[config.mk]
export PLATFORM = sky130hd
export DESIGN_NAME = hbt_regs
export DESIGN_NICKNAME = d
export VERILOG_FILES = /design/src/inc/hbt_pkg.sv /design/src/inc/hbt_tmr_if.sv /design/src/logic/hbt_phase_timer.sv /design/src/logic/hbt_regs.sv
export SDC_FILE = /design/constraint.sdc
export NUM_CORES = 1
export LEC_CHECK = 0
export BUFFER_PORTS_ARGS = -buffer_cell sky130_fd_sc_hd__buf_4
export CORE_MARGIN = 4
export CORE_UTILIZATION = 56
export DETAILED_ROUTE_END_ITERATION = 7
export MAX_ROUTING_LAYER = met4
export PLACE_DENSITY = 0.89
export SLEW_MARGIN = 40
export SYNTH_ARGS = -nofsm -noshare
export SYNTH_HDL_FRONTEND = slang
export SYNTH_SLANG_ARGS = --single-unit
[constraint.sdc]
create_clock -name ref_clk_i -period 3.7 [get_ports ref_clk_i]
set_clock_uncertainty 0.05 [all_clocks]
set_input_delay 1.11 -clock ref_clk_i [delete_from_list [all_inputs] [get_ports ref_clk_i]]
set_output_delay 1.11 -clock ref_clk_i [all_outputs]
set_load 0.01 [all_outputs]
[src/inc/hbt_pkg.sv]
// Constants, field layout and state types of the hub bus-timing, port and I/O register bank
//
// Notes on behaviour
// - As controller, SCL stays high for the high count plus 5 oscillator periods.
// - As controller, SCL stays low for the low count plus 5 oscillator periods.
// - Target reuses the low count as SDA setup time before releasing SCL.
// - High and low counts reset to 0x7A, about 5 us per SCL phase.
// - Bits 7:4 route control channels to target port 0 (clear) or 1 (set).
// - Bits 3:0 enable each receiver; all four enabled after reset.
// - Voltage-select bit 7 picks 3.3 V when set, 1.8 V when clear.
// - Override bit 6 clear uses detected level; set uses written fields.
`default_nettype none
package hbt_pkg;

  // ----------------------------------------
  // Register indices (byte address is four times the index)
  // ----------------------------------------
  localparam logic [7:0] IDX_SCL_HIGH = 8'h0a;
  localparam logic [7:0] IDX_SCL_LOW = 8'h0b;
  localparam logic [7:0] IDX_RX_PORT = 8'h0c;
  localparam logic [7:0] IDX_IO_LEVEL = 8'h0d;

  // ----------------------------------------
  // Reset values
  // ----------------------------------------
  localparam logic [7:0] RST_SCL_HIGH = 8'h7a;
  localparam logic [7:0] RST_SCL_LOW = 8'h7a;
  localparam logic [7:0] RST_RX_PORT = 8'h0f;
  localparam logic [7:0] RST_IO_LEVEL = 8'h09;

  // ----------------------------------------
  // Field positions
  // ----------------------------------------
  localparam int NUM_PORTS = 4;
  localparam int RX_EN_LSB = 0;
  localparam int MAP_LSB = 4;
  localparam int IO_SEL_BIT = 7;
  localparam int IO_OV_BIT = 6;
  localparam int IO_MODE_LSB = 4;
  localparam logic [1:0] MODE_1V8 = 2'h0;
  localparam logic [1:0] MODE_3V3 = 2'h3;
  localparam logic [3:0] IO_RSVD_VAL = 4'h0;

  // ----------------------------------------
  // Timing
  // ----------------------------------------
  localparam int CNT_W = 8;
  localparam int CLK_PERIOD_PS = 25_000;
  localparam int OSC_PERIOD_PS = 39_996;
  localparam int PHASE_ACC_W = 17;
  localparam logic [CNT_W:0] SCL_EXTRA_TICKS = 9'h005;

  // ----------------------------------------
  // SCL controller states
  // ----------------------------------------
  typedef enum logic [2:0] {
    SCL_IDLE = 3'b001,
    SCL_LOW = 3'b010,
    SCL_HIGH = 3'b100
  } hbt_scl_state_t;

endpackage : hbt_pkg
`default_nettype wire

[src/inc/hbt_tmr_if.sv]
// Interface between a phase user and the oscillator-tick phase timer
`default_nettype none
interface hbt_tmr_if;
  import hbt_pkg::*;
  logic start;
  logic [CNT_W-1:0] count;
  logic done;
  logic busy;
  modport ctrl (output start, output count, input done, input busy);
  modport timer (input start, input count, output done, output busy);
endinterface : hbt_tmr_if
`default_nettype wire

[src/logic/hbt_phase_timer.sv]
// Phase timer counting a programmed value plus fixed extra oscillator ticks
`default_nettype none
module hbt_phase_timer
  import hbt_pkg::*;
(
  // Clock and reset
  input wire logic ref_clk_i,
  input wire logic rst_i,
  // Oscillator tick enable
  input wire logic osc_tick_i,
  // Timer request
  hbt_tmr_if.timer tmr
);

  logic [CNT_W:0] rem_r;
  logic [CNT_W:0] rem_nxt;
  logic done;

  // ----------------------------------------
  // Remaining ticks
  // ----------------------------------------
  always_comb begin
    rem_nxt = rem_r;
    // Expiry ignores start, so a user may restart on it without a loop
    done = osc_tick_i && (rem_r == {{CNT_W{1'b0}}, 1'b1});
    if (tmr.start) begin
      rem_nxt = {1'b0, tmr.count} + SCL_EXTRA_TICKS;
    end else if (osc_tick_i && (rem_r != '0)) begin
      rem_nxt = rem_r - 1'b1;
    end
  end

  always_ff @(posedge ref_clk_i or posedge rst_i) begin
    if (rst_i) begin
      rem_r <= '0;
    end else begin
      rem_r <= rem_nxt;
    end
  end

  assign tmr.done = done;
  assign tmr.busy = (rem_r != '0);

endmodule : hbt_phase_timer
`default_nettype wire

[src/logic/hbt_regs.sv]
// Bus-timing, receive-port and I/O-level register bank with SCL phase generator
//
// Design decision made here: register access over APB.
`default_nettype none
module hbt_regs
  import hbt_pkg::*;
#(
  parameter int ADDR_W = 8
)
(
  // Clock and reset
  input wire logic ref_clk_i,
  input wire logic rst_i,
  // APB slave
  input wire logic psel_i,
  input wire logic penable_i,
  input wire logic pwrite_i,
  input wire logic [ADDR_W-1:0] paddr_i,
  input wire logic [31:0] pwdata_i,
  output logic [31:0] prdata_o,
  output logic pready_o,
  output logic pslverr_o,
  // Local I2C clock pin, open drain
  input wire logic scl_in_i,
  output logic scl_out_o,
  output logic scl_oe_o,
  // Controller engine handshake
  input wire logic scl_run_i,
  output logic scl_busy_o,
  // Target engine SDA setup
  input wire logic sda_setup_start_i,
  output logic sda_setup_done_o,
  // Receive ports and control channels
  output logic [NUM_PORTS-1:0] rx_receiver_on_o,
  output logic [NUM_PORTS-1:0] ctrl_channel_target_sel_o,
  // I/O supply level
  input wire logic io_supply_det_i,
  output logic high_voltage_io_select_o,
  output logic [1:0] io_supply_mode_o
);

  localparam int IDX_W = ADDR_W - 2;

  // ----------------------------------------
  // Parameter check
  // ----------------------------------------
  if (ADDR_W < 6) begin : g_bad_addr
    $error("ADDR_W too small to reach the register indices");
  end

  // ----------------------------------------
  // Address decode
  // ----------------------------------------
  function automatic logic addr_hit(input logic [ADDR_W-1:0] addr, input logic [7:0] idx);
    addr_hit = (addr[1:0] == 2'b00) && (addr[ADDR_W-1:2] == IDX_W'(idx));
  endfunction : addr_hit

  logic hit_high;
  logic hit_low;
  logic hit_rx;
  logic hit_io;
  logic hit_any;
  logic setup_ph;
  logic access_ph;
  logic wr_en;

  assign hit_high = addr_hit(paddr_i, IDX_SCL_HIGH);
  assign hit_low = addr_hit(paddr_i, IDX_SCL_LOW);
  assign hit_rx = addr_hit(paddr_i, IDX_RX_PORT);
  assign hit_io = addr_hit(paddr_i, IDX_IO_LEVEL);
  assign hit_any = hit_high | hit_low | hit_rx | hit_io;
  assign setup_ph = psel_i & ~penable_i;
  assign access_ph = psel_i & penable_i;
  assign wr_en = access_ph & pwrite_i & hit_any;

  // ----------------------------------------
  // Pin synchronisers
  // ----------------------------------------
  logic [1:0] pin_raw;
  logic [1:0] pin_s1_r;
  logic [1:0] pin_s2_r;
  logic [1:0] pin_s3_r;
  logic [1:0] pin_flt_r;
  logic [1:0] pin_flt_nxt;
  logic scl_flt;
  logic det_flt;

  assign pin_raw = {io_supply_det_i, scl_in_i};

  for (genvar i = 0; i < 2; i++) begin : g_pin
    always_comb begin
      pin_flt_nxt[i] = pin_flt_r[i];
      if (pin_s2_r[i] == pin_s3_r[i]) begin
        pin_flt_nxt[i] = pin_s3_r[i];
      end
    end
  end

  always_ff @(posedge ref_clk_i or posedge rst_i) begin
    if (rst_i) begin
      pin_s1_r <= 2'b01;
      pin_s2_r <= 2'b01;
      pin_s3_r <= 2'b01;
      pin_flt_r <= 2'b01;
    end else begin
      pin_s1_r <= pin_raw;
      pin_s2_r <= pin_s1_r;
      pin_s3_r <= pin_s2_r;
      pin_flt_r <= pin_flt_nxt;
    end
  end

  assign scl_flt = pin_flt_r[0];
  assign det_flt = pin_flt_r[1];

  // ----------------------------------------
  // Registers
  // ----------------------------------------
  logic [7:0] high_cnt_r;
  logic [7:0] high_cnt_nxt;
  logic [7:0] low_cnt_r;
  logic [7:0] low_cnt_nxt;
  logic [7:0] rx_ctl_r;
  logic [7:0] rx_ctl_nxt;
  logic io_sel_r;
  logic io_sel_nxt;
  logic io_ov_r;
  logic io_ov_nxt;
  logic [1:0] io_mode_r;
  logic [1:0] io_mode_nxt;

  always_comb begin
    high_cnt_nxt = high_cnt_r;
    low_cnt_nxt = low_cnt_r;
    rx_ctl_nxt = rx_ctl_r;
    io_sel_nxt = io_sel_r;
    io_ov_nxt = io_ov_r;
    io_mode_nxt = io_mode_r;
    if (wr_en && hit_high) begin
      high_cnt_nxt = pwdata_i[7:0];
    end
    if (wr_en && hit_low) begin
      low_cnt_nxt = pwdata_i[7:0];
    end
    if (wr_en && hit_rx) begin
      rx_ctl_nxt = pwdata_i[7:0];
    end
    if (wr_en && hit_io) begin
      io_sel_nxt = pwdata_i[IO_SEL_BIT];
      io_ov_nxt = pwdata_i[IO_OV_BIT];
      io_mode_nxt = pwdata_i[IO_MODE_LSB+:2];
    end
  end

  always_ff @(posedge ref_clk_i or posedge rst_i) begin
    if (rst_i) begin
      high_cnt_r <= RST_SCL_HIGH;
      low_cnt_r <= RST_SCL_LOW;
      rx_ctl_r <= RST_RX_PORT;
      io_sel_r <= RST_IO_LEVEL[IO_SEL_BIT];
      io_ov_r <= RST_IO_LEVEL[IO_OV_BIT];
      io_mode_r <= RST_IO_LEVEL[IO_MODE_LSB+:2];
    end else begin
      high_cnt_r <= high_cnt_nxt;
      low_cnt_r <= low_cnt_nxt;
      rx_ctl_r <= rx_ctl_nxt;
      io_sel_r <= io_sel_nxt;
      io_ov_r <= io_ov_nxt;
      io_mode_r <= io_mode_nxt;
    end
  end

  // ----------------------------------------
  // I/O level selection
  // ----------------------------------------
  logic eff_sel;
  logic [1:0] eff_mode;

  always_comb begin
    if (io_ov_r) begin
      eff_sel = io_sel_r;
      eff_mode = io_mode_r;
    end else begin
      eff_sel = det_flt;
      eff_mode = det_flt ? MODE_3V3 : MODE_1V8;
    end
  end

  assign high_voltage_io_select_o = eff_sel;
  assign io_supply_mode_o = eff_mode;
  assign rx_receiver_on_o = rx_ctl_r[RX_EN_LSB+:NUM_PORTS];
  assign ctrl_channel_target_sel_o = rx_ctl_r[MAP_LSB+:NUM_PORTS];

  // ----------------------------------------
  // APB read data and answer
  // ----------------------------------------
  logic [31:0] rdata_r;
  logic [31:0] rdata_nxt;

  always_comb begin
    rdata_nxt = rdata_r;
    if (setup_ph) begin
      rdata_nxt = 32'h0000_0000;
      if (hit_high) begin
        rdata_nxt[7:0] = high_cnt_r;
      end
      if (hit_low) begin
        rdata_nxt[7:0] = low_cnt_r;
      end
      if (hit_rx) begin
        rdata_nxt[7:0] = rx_ctl_r;
      end
      if (hit_io) begin
        rdata_nxt[7:0] = {eff_sel, io_ov_r, eff_mode, IO_RSVD_VAL};
      end
    end
  end

  always_ff @(posedge ref_clk_i or posedge rst_i) begin
    if (rst_i) begin
      rdata_r <= 32'h0000_0000;
    end else begin
      rdata_r <= rdata_nxt;
    end
  end

  assign prdata_o = rdata_r;
  assign pready_o = 1'b1;
  assign pslverr_o = access_ph & ~hit_any;

  // ----------------------------------------
  // Oscillator tick from fractional divider
  // ----------------------------------------
  localparam logic [PHASE_ACC_W-1:0] ACC_STEP = PHASE_ACC_W'(CLK_PERIOD_PS);
  localparam logic [PHASE_ACC_W-1:0] ACC_WRAP = PHASE_ACC_W'(OSC_PERIOD_PS);

  logic [PHASE_ACC_W-1:0] acc_r;
  logic [PHASE_ACC_W-1:0] acc_nxt;
  logic osc_tick_r;
  logic osc_tick_nxt;
  logic [PHASE_ACC_W-1:0] acc_sum;

  always_comb begin
    acc_sum = acc_r + ACC_STEP;
    osc_tick_nxt = 1'b0;
    acc_nxt = acc_sum;
    if (acc_sum >= ACC_WRAP) begin
      acc_nxt = acc_sum - ACC_WRAP;
      osc_tick_nxt = 1'b1;
    end
  end

  always_ff @(posedge ref_clk_i or posedge rst_i) begin
    if (rst_i) begin
      acc_r <= '0;
      osc_tick_r <= 1'b0;
    end else begin
      acc_r <= acc_nxt;
      osc_tick_r <= osc_tick_nxt;
    end
  end

  // ----------------------------------------
  // SCL phase generator
  // ----------------------------------------
  hbt_tmr_if scl_tmr ();
  hbt_tmr_if sda_tmr ();

  hbt_phase_timer u_scl_timer (
    .ref_clk_i(ref_clk_i),
    .rst_i(rst_i),
    .osc_tick_i(osc_tick_r),
    .tmr(scl_tmr.timer)
  );

  hbt_scl_state_t scl_st_r;
  hbt_scl_state_t scl_st_nxt;
  logic hi_armed_r;
  logic hi_armed_nxt;
  logic scl_start;
  logic [CNT_W-1:0] scl_count;

  always_comb begin
    scl_st_nxt = scl_st_r;
    hi_armed_nxt = hi_armed_r;
    scl_start = 1'b0;
    scl_count = low_cnt_r;
    case (scl_st_r)
      SCL_IDLE: begin
        if (scl_run_i) begin
          scl_st_nxt = SCL_LOW;
          scl_start = 1'b1;
        end
      end
      SCL_LOW: begin
        if (scl_tmr.done) begin
          scl_st_nxt = SCL_HIGH;
          hi_armed_nxt = 1'b0;
        end
      end
      SCL_HIGH: begin
        // high phase once line is high
        if (!hi_armed_r && scl_flt) begin
          scl_start = 1'b1;
          scl_count = high_cnt_r;
          hi_armed_nxt = 1'b1;
        end else if (hi_armed_r && scl_tmr.done) begin
          hi_armed_nxt = 1'b0;
          if (scl_run_i) begin
            scl_st_nxt = SCL_LOW;
            scl_start = 1'b1;
          end else begin
            scl_st_nxt = SCL_IDLE;
          end
        end
      end
      default: begin
        scl_st_nxt = SCL_IDLE;
        hi_armed_nxt = 1'b0;
      end
    endcase
  end

  always_ff @(posedge ref_clk_i or posedge rst_i) begin
    if (rst_i) begin
      scl_st_r <= SCL_IDLE;
      hi_armed_r <= 1'b0;
    end else begin
      scl_st_r <= scl_st_nxt;
      hi_armed_r <= hi_armed_nxt;
    end
  end

  // count sampled only at phase start
  assign scl_tmr.start = scl_start;
  assign scl_tmr.count = scl_count;

  assign scl_out_o = 1'b0;
  assign scl_oe_o = (scl_st_r == SCL_LOW);
  assign scl_busy_o = (scl_st_r != SCL_IDLE);

  // ----------------------------------------
  // Target SDA setup interval
  // ----------------------------------------
  hbt_phase_timer u_sda_timer (
    .ref_clk_i(ref_clk_i),
    .rst_i(rst_i),
    .osc_tick_i(osc_tick_r),
    .tmr(sda_tmr.timer)
  );

  assign sda_tmr.start = sda_setup_start_i;
  assign sda_tmr.count = low_cnt_r;
  assign sda_setup_done_o = sda_tmr.done;

endmodule : hbt_regs
`default_nettype wire

* Yosys cells after proc, flatten, opt, wreduce, memory -nomap -nowiden
Cells that the tools add are included.
Operators by class: shifts and indexed selects 0, reductions and logical operators 22, div/mod/pow operators 0, order comparisons 1, add/sub/neg operators 6, mux-type cells 29, equality and inequality tests 17, bitwise operators 11, $mul 0
Operators by type and width (number):
- 8-bit 2-to-1 mux | 6
- 9-bit 2-to-1 mux | 4
- 6-bit by 4-bit == test with 1-bit output (second input constant) | 4
- 8-bit by 3-bit adder with 9-bit output (second input constant) | 2
- 9-bit by 1-bit == test with 1-bit output (second input constant) | 2
- 9-bit nonzero test | 2
- 9-bit by 1-bit subtractor with 9-bit output (second input constant) | 2
- 17-bit by 15-bit adder with 17-bit output (second input constant) | 1
- 17-bit by 16-bit greater-or-equal comparator with 1-bit output (second input constant) | 1
- 17-bit 2-to-1 mux | 1
- 17-bit by 16-bit subtractor with 17-bit output (second input constant) | 1
- 1-bit logical AND | 14
- 3-bit 2-to-1 mux | 4
- 3-bit case mux with 3 select lines | 1
- 1-bit 2-to-1 mux | 8
- 2-bit 2-to-1 mux | 3
- 2-bit inequality test (second input constant) | 3
- 1-bit bitwise AND | 5
- 4-bit AND reduction | 1
- 2-bit nonzero test | 2
- 3-bit by 1-bit == test with 1-bit output (second input constant) | 1
- 3-bit by 2-bit == test with 1-bit output (second input constant) | 1
- 3-bit == test (second input constant) | 1
- 3-bit by 1-bit inequality test with 1-bit output (second input constant) | 1
- other kinds (10) | 15
Word-level totals: input port bits 49, memory bits (read-only) 0, output and inout bits 49, latch bits 0, register bits after elaboration 84, bits in writable memories 0, memories kept 0, logic and storage cells 104

* Longest topological paths before layout
Gate-level depths: netlist of run 1.
depth in word-level cells 7, mapped depth 11

* Modules after synthesis
From an unflattened synthesis of run 1, not the netlist that was laid out.
Second synthesis, totals: cell total of the unflattened synthesis 516, area total of the unflattened synthesis 5178.7 um^2
By module, submodules not included:
- hbt_regs | times used 1, area each 3747.3 um^2, sequential area each 1625.3 um^2, cells each 354
- hbt_phase_timer | times used 2, area each 715.7 um^2, sequential area each 225.2 um^2, cells each 81

* Worst setup path before layout of run 1
No wires, ideal clock.
path kind input-to-output, from input port paddr_i[1], to output port pslverr_o, setup slack 0.103 ns, stages on the path 4, arrival time 2.437 ns, cells stage by stage or4_1 > nor3b_2 > clkbuf_1 > nor3_1
On the way: cells in the longest elaborated chain, start to end 7
RTL lines:
- start, declared | RTL line hbt_regs.sv:18 | input wire logic [ADDR_W-1:0] paddr_i,
- 2-bit zero test (*) | RTL line hbt_regs.sv:55 | addr_hit = (addr[1:0] == 2'b00) && (addr[ADDR_W-1:2] == IDX_W'(idx));
- 1-bit logical AND | RTL line hbt_regs.sv:55
- 1-bit OR (2 in a row) | RTL line hbt_regs.sv:71 | assign hit_any = hit_high | hit_low | hit_rx | hit_io;
- 1-bit OR (*) | RTL line hbt_regs.sv:71
- 1-bit NOT (*) | RTL line hbt_regs.sv:229 | assign pslverr_o = access_ph & ~hit_any;
- 1-bit bitwise AND (*) | RTL line hbt_regs.sv:229
- end, declared | RTL line hbt_regs.sv:22 | output logic pslverr_o,
Every way passes the cells marked *; elsewhere a longest branch is shown, timed or not.

* Worst setup path after layout of run 1
Same ends and word-level chain as after synthesis.

==> results by group, run 1 <==
Status
  – Status: completed

Worst setup path
  – Setup crit end kind: output port
  – Reg2reg setup slack: approximately 590 ps
  – R2r startpoint: acc_r[3]
  – Critical-path maximum fanout: 3
  – Crit path DAT: 2300 ps
  – Crit path max-delay family: simple AND/OR/NAND/NOR gates
  – CP peak stage delay: between 600 and 700 ps
  – Critical path class: primary input to output port
  – CP most frequent cell: buf_4
  – Worst path slowest cell: or4_1
  – Crit path cell chain: buf_4 -> or4_1 -> nor3b_2 -> nor3_1 -> buf_4
  – Crit start category: primary input
  – Number of cells on the critical path: 5
  – Worst R2R Path Depth: 9
  – Worst Path Required: 2540 ps
  – Worst path bufs/invs: 2
  – Reg2reg end: acc_r[7]

Finish
  – Fin cells: 670
  – Fraction of layout cells with a size suffix above 1: around a quarter
  – Fillers: about 650
  – Final Core Density: a little under two thirds
  – Final #Nets: a little over 600
  – Number of antenna diodes: 0
  – Area grow syn2layout: 10.5%

CTS
  – Clk pin slew, worst setup/hold paths: ~90 ps
  – CTS Buf Count: 9
  – Clk buf depth: 2
  – Hold_buf cts: 0
  – Sink Count: 82
  – Root Buffer: clkbuf_8
  – Post-CTS Setup Inserts: 0
  – CTS H-tree depth: 3
  – Post_cts resized: 0
  – Clk_lat worst skew: 370 ps
  – TritonCTS clock tree: done

Route
  – Initial DRT Pass Iterations: 5
  – WL/cell: roughly 16 um
  – DRC: 0
  – Vias per std cell: 5.79
  – ANT nets after route: 0
  – Initial DRC Count: ~230
  – Final WL: around 11000 um
  – Vias: 3878

GRT
  – Largest net degree at the start of global routing: 31
  – Number of global-route vias before repair: 3872
  – First-pass GRT wire length: between 15000 and 20000 um
  – Initial antenna violation count: 0
  – Total gr overflow: 0
  – Overall Global Routing Usage: around 22%

Synth
  – Netlist Area Pre-Place: approximately 5000 um2
  – Synth area leaders: dfrtp_1 (31%), dfstp_2 (9.9%), mux2_2 (7.4%), xnor2_1 (4.2%), xor2_1 (4.0%)
  – Ys async rst share: between 90% and 100%
  – Sequential area share after synthesis: 41.2%
  – Synth cell count leaders: dfrtp_1 (63), nand2_1 (53), nor2_1 (35)
  – Post-synth cell types: 74
  – Synth Warn #: 0
  – Top FF cell, synth: dfrtp_1
  – Most numerous cell in the Yosys netlist: dfrtp_1
  – Synth top area share: 31.3%
  – Syn avg cell area: approximately 9.8 um2
  – EDFF count, synth: 0
  – Gate Count Post-Synth: 516
  – Yosys reg bits: 82
  – Largest area contributor in the netlist: dfrtp_1

Power and ir drop
  – PD cells: approximately 380 nW/um2
  – Gate power share: between 10% and 20%
  – Sequential power share: around 50%
  – Clk pwr share: between 30% and 40%
  – P_sw: approximately 0.63 mW
  – Sw Share: 29.9%
  – Power, Total: ~2.1 mW
  – VDD IR-drop max: between 0.2 and 0.3 mV
  – Lkg Pwr: about 2.4 nW
  – Internal power: roughly 1.5 mW

Die
  – Initial Util: about 58%
  – Total core area: around 8700 um2
  – Die width: 103 um
  – I/O pins: around 100
  – Die area: around 11000 um2
  – Core Rows: 34
  – Die extent in y: between 100 and 150 um

Placement
  – Post-DP HPWL: a little under 8000 um
  – # port buffers: 47
  – GPL Wtd Cong: between 0.8 and 0.9
  – Dpl cells: between 600 and 700

Timing
  – Fmax: approximately 290 MHz
  – Post-layout minimum cycle time: between 3000 and 4000 ps
  – Final critical-path share of the clock period: ~94%
  – Slew Viols, Final: 0
  – Final setup TNS: 0 ps
  – Worst slew pin tran: between 600 and 700 ps
  – RSZ-0062 raised after global routing: false
  – Final setup vio count: 0
  – Final Hold Fails: 0
  – Slew HR: approximately 56%

Hold path
  – Endpoint, Worst Hold: pin_s2_r[0]
  – Worst Hold Class: flip-flop to flip-flop
  – Hold Crit Depth: 0
  – Min-delay src: pin_s1_r[0]

Run
  – Max-cap violations: 0
==> cell type report <==
| type | count | area, um2 | area share (%) |
|---|---|---|---|
| Clock buffer | 10 | 138 | 2.47 |
| Clock inverter | 6 | 72.6 | 1.30 |
| Inverter | 15 | 57.6 | 1.03 |
| Multi-Input combinational cell | 396 | 2690 | 48.3 |
| Sequential cell | 82 | 2080 | 37.3 |
| Tap cell | 108 | 135 | 2.43 |
| Timing Repair Buffer | 53 | 398 | 7.15 |
==> registers in the layout, summed over array words and instances (netlist names), 2 cells and up <==
register           cells
low_cnt_r              8
pin_s2_r               2
pin_flt_r              2
u_scl_timer.rem_r      9
u_sda_timer.rem_r      9
rx_ctl_r               8
io_mode_r              2
pin_s3_r               2
pin_s1_r               2
acc_r                 15
high_cnt_r             8
scl_st_r               3
prdata_o               8
==> layout by cell type (no fill, tap or decap), types with 3 or more instances in the layout <==
| cell | n |
|---|---|
| nor2b_1 | 9 |
| nand2b_1 | 11 |
| a21oi_1 | 25 |
| xor2_1 | 23 |
| mux2_2 | 33 |
| nor3_1 | 8 |
| conb_1 | 26 |
| nand2_1 | 53 |
| mux2i_1 | 11 |
| xnor2_1 | 24 |
| inv_1 | 13 |
| o21ai_1 | 5 |
| nor4_1 | 5 |
| a22oi_1 | 5 |
| nand3_1 | 9 |
| clkbuf_8 | 10 |
| dfstp_2 | 19 |
| o21ai_0 | 26 |
| a31oi_1 | 10 |
| a211oi_1 | 5 |
| nand4_1 | 3 |
| nor2_1 | 35 |
| dfrtp_1 | 63 |
| ha_1 | 10 |
| buf_4 | 53 |
| nor3b_1 | 5 |
==> worst max-delay path by stage <==
stage               start   endpoint
6_report       paddr_i[1]  pslverr_o
5_1_grt        paddr_i[0]  pslverr_o
4_1_cts        paddr_i[0]  pslverr_o
3_5_place_dp   paddr_i[0]  pslverr_o
3_3_place_gp   paddr_i[0]  pslverr_o
2_1_floorplan  paddr_i[1]  pslverr_o
==> stage by stage <==
stage | area (um2) | worst slack [ps] | hold slack, ps
after detailed placement | 5360 | 246 | 286
final | 5570 | 236 | 310
after floorplan | 5130 | 103 | 281
after global routing | 5570 | 188 | 318
after CTS | 5570 | 244 | 312
after global placement | 5360 | 291 | 290
==> cells by family after synthesis <==
family                     synth area share, %
DFF                                       41.2
muxes                                     9.56
other                                    0.149
xor gates and xnor gates                  8.17
adders and majority gates                 2.88
AOI/OAI and AO/OA                         14.2
buffers and inverters                     7.28
and+or+nand+nor                           16.6
==> power by group through the flow <==
stage | Sequential, mW | Combinational [mW] | Clock, mW
5_1_grt | 1.08 | 0.401 | 0.733
3_3_place_gp | 1.07 | 0.333 | 0
6_report | 1.06 | 0.351 | 0.687
3_5_place_dp | 1.08 | 0.351 | 0
4_1_cts | 1.06 | 0.355 | 0.692
2_1_floorplan | 1.05 | 0.277 | 0
==> metal layers <==
| metal | GRT usage (%) | vias to the layer above | share of wire (%) | wire length [um] |
|---|---|---|---|---|
| li1 | - | 1837 | - | - |
| met1 | 27.9 | 1853 | 43 | 4610 |
| met2 | 35.6 | 148 | 49 | 5270 |
| met3 | 5.41 | 40 | 6.0 | 643 |
| met4 | 8.27 | 0 | 2.5 | 272 |
| met5 | - | - | 0 | 0 |
==> worst register-to-register path: stages (launching register included) <==
cell and delay (ps):
dfrtp_1 500, ha_1 460, a31oi_1 160, or3b_1 390
a21oi_1 360, a31o_1 280, and2_4 190, o21ai_4 130
a32oi_1 360, xor2_1 170
Power figures use the tool's default switching activity.
==> run 2, diff against run 1 <==
ABC_AREA = 1   (was not set)
PLACE_DENSITY = 0.88   (was 0.89)
==> run 2 against run 1 <==
Via count up 24%. Clock power increased by 3.8%. Sequential share of layout area down 1.5 points. First-iteration DRC count grew 33%. Non-clock buffer count down 4. Count of clock-buffer cells in the layout grew 1. Routed wire length is 15% higher.
==> results by group, run 2 <==
Route
  – Vias per std cell: 5.52 (-4.7%)
  – Vias: 4810 (+24%)
  – Initial DRC Count: 304 (+33%)
  – DRC: 0 (unchanged)
  – Initial DRT Pass Iterations: 6 (+1)
  – WL/cell: 14.2 um (-12%)
  – ANT nets after route: 0 (unchanged)
  – Final WL: 12400 um (+15%)

Worst setup path
  – Worst path slowest cell: nor2_2
  – Worst Path Required: 2540 ps (about the same)
  – Critical path class: primary input to output port
  – Reg2reg setup slack: 1370 ps (+780 ps)
  – CP peak stage delay: 180 ps (-440 ps)
  – Crit path DAT: 2340 ps (+40 ps)
  – Critical-path maximum fanout: 9 (+6)
  – Crit start category: primary input
  – Setup crit end kind: output port
  – Crit path cell chain: buf_4 -> nor2_2 -> nand2_1 -> nor2_2 -> nand4_2 -> inv_2 -> nor2_1 -> nand2_2 -> nor2_1 -> buf_4

Power and ir drop
  – Gate power share: 22.2% (+5.5 points)
  – Sw Share: 32.7% (+2.8 points)
  – Sequential power share: 46.3% (-4.3 points)
  – Internal power: 1.53 mW (+3.7%)
  – P_sw: 0.741 mW (+18%)
  – Clk pwr share: 31.4% (-1.3 points)
  – VDD IR-drop max: 0.284 mV (+1.5%)
  – PD cells: 391 nW/um2 (+3.5%)
  – Lkg Pwr: 2.88 nW (+18%)

Timing
  – Final setup TNS: 0 ps (unchanged)
  – Post-layout minimum cycle time: 3500 ps (+36.8 ps)
  – Fmax: 286 MHz (-1.1%)
  – Final critical-path share of the clock period: 94.6% (+1.0 points)
  – Final Hold Fails: 0 (unchanged)
  – Final setup vio count: 0 (unchanged)
  – Slew HR: 58.2% (+2.5 points)
  – Slew Viols, Final: 0 (unchanged)
  – Worst slew pin tran: 626 ps (-38.0 ps)
  – RSZ-0062 raised after global routing: false
  – Hold WS: 301 ps (-8.94 ps)

Synth
  – Synth Warn #: 0 (unchanged)
  – Largest area contributor in the netlist: dfrtp_1
  – Top FF cell, synth: dfrtp_1
  – Synth area leaders: dfrtp_1 (30%), nand2_1 (15%), dfstp_2 (9.5%), inv_1 (5.9%), nand3_1 (4.3%)
  – Gate Count Post-Synth: 707 (+37%)
  – Sequential area share after synthesis: 39.5% (-1.7 points)
  – EDFF count, synth: 0 (unchanged)
  – Syn avg cell area: 7.44 um2 (-24%)
  – Netlist Area Pre-Place: 5260 um2 (+4.4%)
  – Yosys reg bits: 82 (unchanged)
  – Post-synth cell types: 46 (-38%)
  – Most numerous cell in the Yosys netlist: nand2_1
  – Synth top area share: 30.0% (-1.3 points)
  – Ys async rst share: 100% (unchanged)
  – Synth cell count leaders: nand2_1 (207), inv_1 (83), dfrtp_1 (63)

Finish
  – Largest reg by FF count: acc_r
  – Most frequent cells in the layout: nand2_1 (207), inv_1 (82), dfrtp_1 (63), buf_4 (49), nor2_1 (48)
  – Fraction of layout cells with a size suffix above 1: 18.7% (-6.8 points)
  – Max FFs per register: 15 (unchanged)
  – Final #Nets: 815 (+32%)
  – Most common cell after layout, fill and taps aside: nand2_1
  – Area grow syn2layout: 10.4% (about the same)
  – Number of antenna diodes: 0 (unchanged)
  – Final Core Density: 63.1% (-0.70 points)
  – Top Registers: acc_r (15), u_scl_timer.rem_r (9), u_sda_timer.rem_r (9)

GRT
  – GRT busiest layer: met2
  – Met2 usage: 39.5% (+3.9 points)
  – Total gr overflow: 0 (unchanged)
  – Initial antenna violation count: 0 (unchanged)
  – First-pass GRT wire length: 21000 um (+15%)
  – Met1 Use GR: 29.2% (+1.4 points)
  – Met3 Use GR: 3.46% (-2.0 points)
  – Number of global-route vias before repair: 4647 (+20%)
  – Largest net degree at the start of global routing: 37 (+19%)
  – Overall Global Routing Usage: 23.6% (+1.2 points)

Die
  – Core Rows: 35 (+2.9%)
  – Initial Util: 57.2% (-0.59 points)
  – I/O pins: 98 (unchanged)
  – Die width: 105 um (+2.0%)
  – Die area: 11000 um2 (+4.0%)
  – Total core area: 9200 um2 (+5.5%)
  – Die extent in y: 105 um (+2.0%)

CTS
  – Root Buffer: clkbuf_8
  – Post_cts resized: 0 (unchanged)
  – CTS Buf Count: 9 (unchanged)
  – Hold_buf cts: 0 (unchanged)
  – Post-CTS Setup Inserts: 0 (unchanged)
  – CTS H-tree depth: 3 (unchanged)
  – Clk buf depth: 2 (unchanged)
  – Clk_lat worst skew: 370 ps (about the same)
  – TritonCTS clock tree: done
  – Clk pin slew, worst setup/hold paths: 90 ps (about the same)
  – Sink Count: 82 (unchanged)

Status
  – Status: completed

Run
  – Max-cap violations: 0 (unchanged)

Placement
  – GPL Wtd Cong: 0.908 (+3.2%)
  – # port buffers: 47 (unchanged)
  – Post-DP HPWL: 9340 um (+18%)

Hold path
  – Worst Hold Class: flip-flop to flip-flop
run 2: cell count changes in the layout (fill, tap and decap cells not counted), moves of 11 or more:
cell and change:
inv_1 +69, mux2_2 -33, mux2i_1 -11, nand2_1 +154, nand2_2 +21, nand2b_1 -11
nand3_1 +36, nor2_1 +13, o21ai_0 +17, o21ai_2 +12, xnor2_1 -19
run 2: per-stage QoR:
| stage | cell area [um2] | instances | setup slack (ps) | total power, mW |
|---|---|---|---|---|
| after global placement | 5590 | 856 | 283 | 1.53 |
| after floorplan | 5350 | 731 | 463 | 1.44 |
| after CTS | 5810 | 872 | 208 | 2.27 |
| final | 5810 | 872 | 199 | 2.27 |
| after global routing | 5810 | 872 | 89.4 | 2.40 |
| after detailed placement | 5590 | 856 | 208 | 1.56 |
run 2: logic make-up (layout without fill, tap and decap cells):
logic type,count (synthesis),in the layout,share of synthesized area (%)
buf+inv,128,158,11.8
other cells,2,26,0.143
compound gates,102,102,11.8
simple gates,362,362,30.8
fa+ha+maj,12,12,2.76
xor+xnor,19,19,3.17
flops,82,82,39.5
run 2: layout make-up:
cell class                 instances  area (um2)
inverter                          93         353
sequential                        82        2080
clock inverter                     5        67.6
timing repair buffer              49         368
fill                             767        3390
clock buffer                      11         153
multi-input combinational        521        2650
tap                              111         139
run 2: layer usage:
layer  wire length, um  part of all wire, %
met3               691                  5.6
met4               324                  2.6
met2              6140                   50
met5                 0                    0
met1              5230                   42
run 2: power groups by stage:
stage | clock [mW] | combinational (mW) | sequential (mW)
after floorplan | 0 | 0.390 | 1.05
after global placement | 0 | 0.468 | 1.06
after detailed placement | 0 | 0.498 | 1.07
after CTS | 0.723 | 0.501 | 1.05
after global routing | 0.761 | 0.576 | 1.06
final | 0.713 | 0.504 | 1.05
run 2: worst paths after layout:
path                             start       endpoint  depth (start not counted)
min in group asynchronous        rst_i       acc_r[9]                          2
hold reg to reg            pin_s1_r[1]    pin_s2_r[1]                          0
setup / recovery            paddr_i[1]      pslverr_o                         10
hold / removal             pin_s1_r[1]    pin_s2_r[1]                          0
max in group asynchronous        rst_i  high_cnt_r[3]                          3
setup reg to reg              acc_r[3]      acc_r[12]                         15
run 2: worst max-delay path: cells and delay by family:
family | cells | cell delay (ps)
simple gates | 7 | 850
buf+inv | 3 | 390
==> run 3, diff against run 2 <==
CORE_UTILIZATION = 57   (was 56)
CTS_CLUSTER_DIAMETER = 80   (was not set)
PLACE_DENSITY = 0.89   (was 0.88)
SYNTH_HIERARCHICAL = 1   (was not set)
==> run 3 against run 2 <==
Power fell by 0.77%. Clock power fell by 14%. Setup slack improved by 280 ps. Design area rose by 3.5%. Sequential share of layout area fell by 1.2 points. Highest routed layer unchanged. Sequential power barely moved. First-iteration DRC count rose by 23%. Global-route usage fell by 0.65 points. Die area rose by 2.2%. Routed wire length fell by 2.4%. Critical path depth fell by 2.
==> results by group, run 3 <==
Status
  – Status: completed

Hold path
  – Min-delay src: pin_s1_r[1]
  – Worst Hold Class: flip-flop to flip-flop

Timing
  – Final setup vio count: 0 (unchanged)
  – Fmax: 310 MHz (+8.5%)
  – Worst slew pin tran: 646 ps (+19.4 ps)
  – Final Hold Fails: 0 (unchanged)
  – Slew Viols, Final: 0 (unchanged)
  – Slew HR: 56.5% (-1.7 points)
  – Post-layout minimum cycle time: 3230 ps (-275 ps)
  – Final setup TNS: 0 ps (unchanged)
  – RSZ-0062 raised after global routing: false
  – Final critical-path share of the clock period: 87.2% (-7.4 points)

Placement
  – Post-DP HPWL: 9080 um (-2.8%)
  – # port buffers: 47 (unchanged)
  – Placed inst area: 5830 um2 (+4.3%)
  – GPL Wtd Cong: 0.926 (+2.0%)

Route
  – Vias: 4945 (+2.8%)
  – DRC: 0 (unchanged)
  – WL/cell: 12.6 um (-11%)
  – Initial DRT Pass Iterations: 5 (-1)
  – Vias per std cell: 5.15 (-6.6%)
  – Met2 wire length: 6080 um (-0.91%)
  – Met3 routed WL: 671 um (-2.9%)
  – Uppermost layer routed: met4
  – ANT nets after route: 0 (unchanged)
  – Initial DRC Count: 375 (+23%)
  – Wire length on met1: 5200 um (-0.55%)
  – Final WL: 12100 um (-2.4%)

CTS
  – Clk_lat worst skew: 370 ps (about the same)
  – CTS Buf Count: 9 (unchanged)
  – TritonCTS clock tree: done
  – Clk pin slew, worst setup/hold paths: 90 ps (about the same)
  – Root Buffer: clkbuf_8
  – Post_cts resized: 0 (unchanged)
  – Sink Count: 82 (unchanged)
  – CTS H-tree depth: 3 (unchanged)
  – Hold_buf cts: 0 (unchanged)
  – Post-CTS Setup Inserts: 0 (unchanged)
  – Clk buf depth: 2 (unchanged)

GRT
  – First-pass GRT wire length: 20800 um (-0.69%)
  – Largest net degree at the start of global routing: 27 (-27%)
  – Initial antenna violation count: 0 (unchanged)
  – Number of global-route vias before repair: 4649 (+0.043%)
  – Overall Global Routing Usage: 22.9% (-0.65 points)
  – Total gr overflow: 0 (unchanged)

Synth
  – Syn avg cell area: 7.01 um2 (-5.7%)
  – Netlist Area Pre-Place: 5480 um2 (+4.2%)
  – Synth Warn #: 6 (+6)
  – Gate Count Post-Synth: 781 (+10%)

Die
  – Die width: 106 um (+1.1%)
  – Total core area: 9280 um2 (+0.95%)
  – Core Rows: 35 (unchanged)
  – Initial Util: 59.0% (+1.8 points)
  – Die extent in y: 106 um (+1.1%)
  – I/O pins: 98 (unchanged)
  – Die area: 11200 um2 (+2.2%)

Finish
  – Largest reg by FF count: acc_r
  – Most common cell after layout, fill and taps aside: nand2_1
  – Area grow syn2layout: 9.68%
  – Post-route cell area: 6010 um2 (+3.5%)
  – Fraction of layout cells with a size suffix above 1: 16.5% (-2.2 points)
  – Number of antenna diodes: 0 (unchanged)
  – Final Core Density: 64.7% (+1.6 points)
  – Max FFs per register: 15 (unchanged)
  – Fillers: 820 (+6.9%)
  – Final #Nets: 886 (+8.7%)
  – Top Registers: acc_r (15), u_scl_timer/rem_r (9), u_sda_timer/rem_r (9)
  – Most frequent cells in the layout: nand2_1 (254), inv_1 (95), nand3_1 (70), dfrtp_1 (63), nor2_1 (53)

Worst setup path
  – CP peak stage delay: 150 ps (-30 ps)
  – Setup crit end kind: output port
  – R2r startpoint: scl_st_r[0]
  – Crit start category: primary input
  – Critical path class: primary input to output port
  – Crit path cell chain: buf_4 -> nor2_1 -> inv_1 -> nor3_1 -> nand3_1 -> nand3_1 -> nor2_1 -> buf_4
  – Crit path DAT: 2070 ps (-270 ps)
  – Worst path slowest cell: nand3_1
  – Critical-path maximum fanout: 4 (-5)
  – Crit path max-delay family: simple AND/OR/NAND/NOR gates
  – Crit. Startpoint: paddr_i[7]
  – Worst Path Required: 2540 ps (about the same)
  – Worst path bufs/invs: 3 (unchanged)

Power and ir drop
  – VDD IR-drop max: 0.238 mV (-16%)
  – Lkg Pwr: 3.03 nW (+5.2%)
  – PD cells: 375 nW/um2 (-4.1%)
  – Power, Total: 2.25 mW (-0.77%)

Run
  – Max-cap violations: 0 (unchanged)
==> run 3: final cells by class <==
type	count	area [um2]	share of cell area, %
Clock buffer	11	141	2.35
Clock inverter	5	37.5	0.625
Inverter	107	402	6.68
Multi-Input combinational cell	575	2810	46.7
Sequential cell	82	2080	34.5
Tap cell	129	161	2.69
Timing Repair Buffer	51	383	6.37
==> run 3: path summary, 6_finish.rpt <==
check                           depth (start not counted)  slack, ps              endpoint
worst max-delay path                                    8        470             pslverr_o
worst min-delay path                                    0        300           pin_s2_r[1]
worst max register to register                         12        950  u_scl_timer/rem_r[4]
worst min register to register                          0        300           pin_s2_r[1]
max in group asynchronous                               3       2160           rx_ctl_r[3]
min in group asynchronous                               2        670  u_scl_timer/rem_r[7]
==> run 3: per-layer routing <==
layer  up-vias  track usage (%)
met5         -                -
met4         0             5.00
met3        16             5.04
met2       130             38.4
met1      2280             28.8
li1       2519                -
==> run 3: where the power goes <==
| group | leakage (nW) | switching (mW) | internal (mW) |
|---|---|---|---|
| registers | 1.02 | 0.0672 | 0.984 |
| logic | 1.92 | 0.384 | 0.205 |
| clock network | 0.0859 | 0.346 | 0.265 |
| total | 3.03 | 0.797 | 1.45 |
==> run 3: stage by stage <==
step | instances | setup WS, ps | hold slack, ps
2_1_floorplan | 805 | 739 | 281
3_3_place_gp | 944 | 525 | 281
3_5_place_dp | 944 | 469 | 285
4_1_cts | 960 | 470 | 307
5_1_grt | 960 | 329 | 312
6_report | 960 | 474 | 304
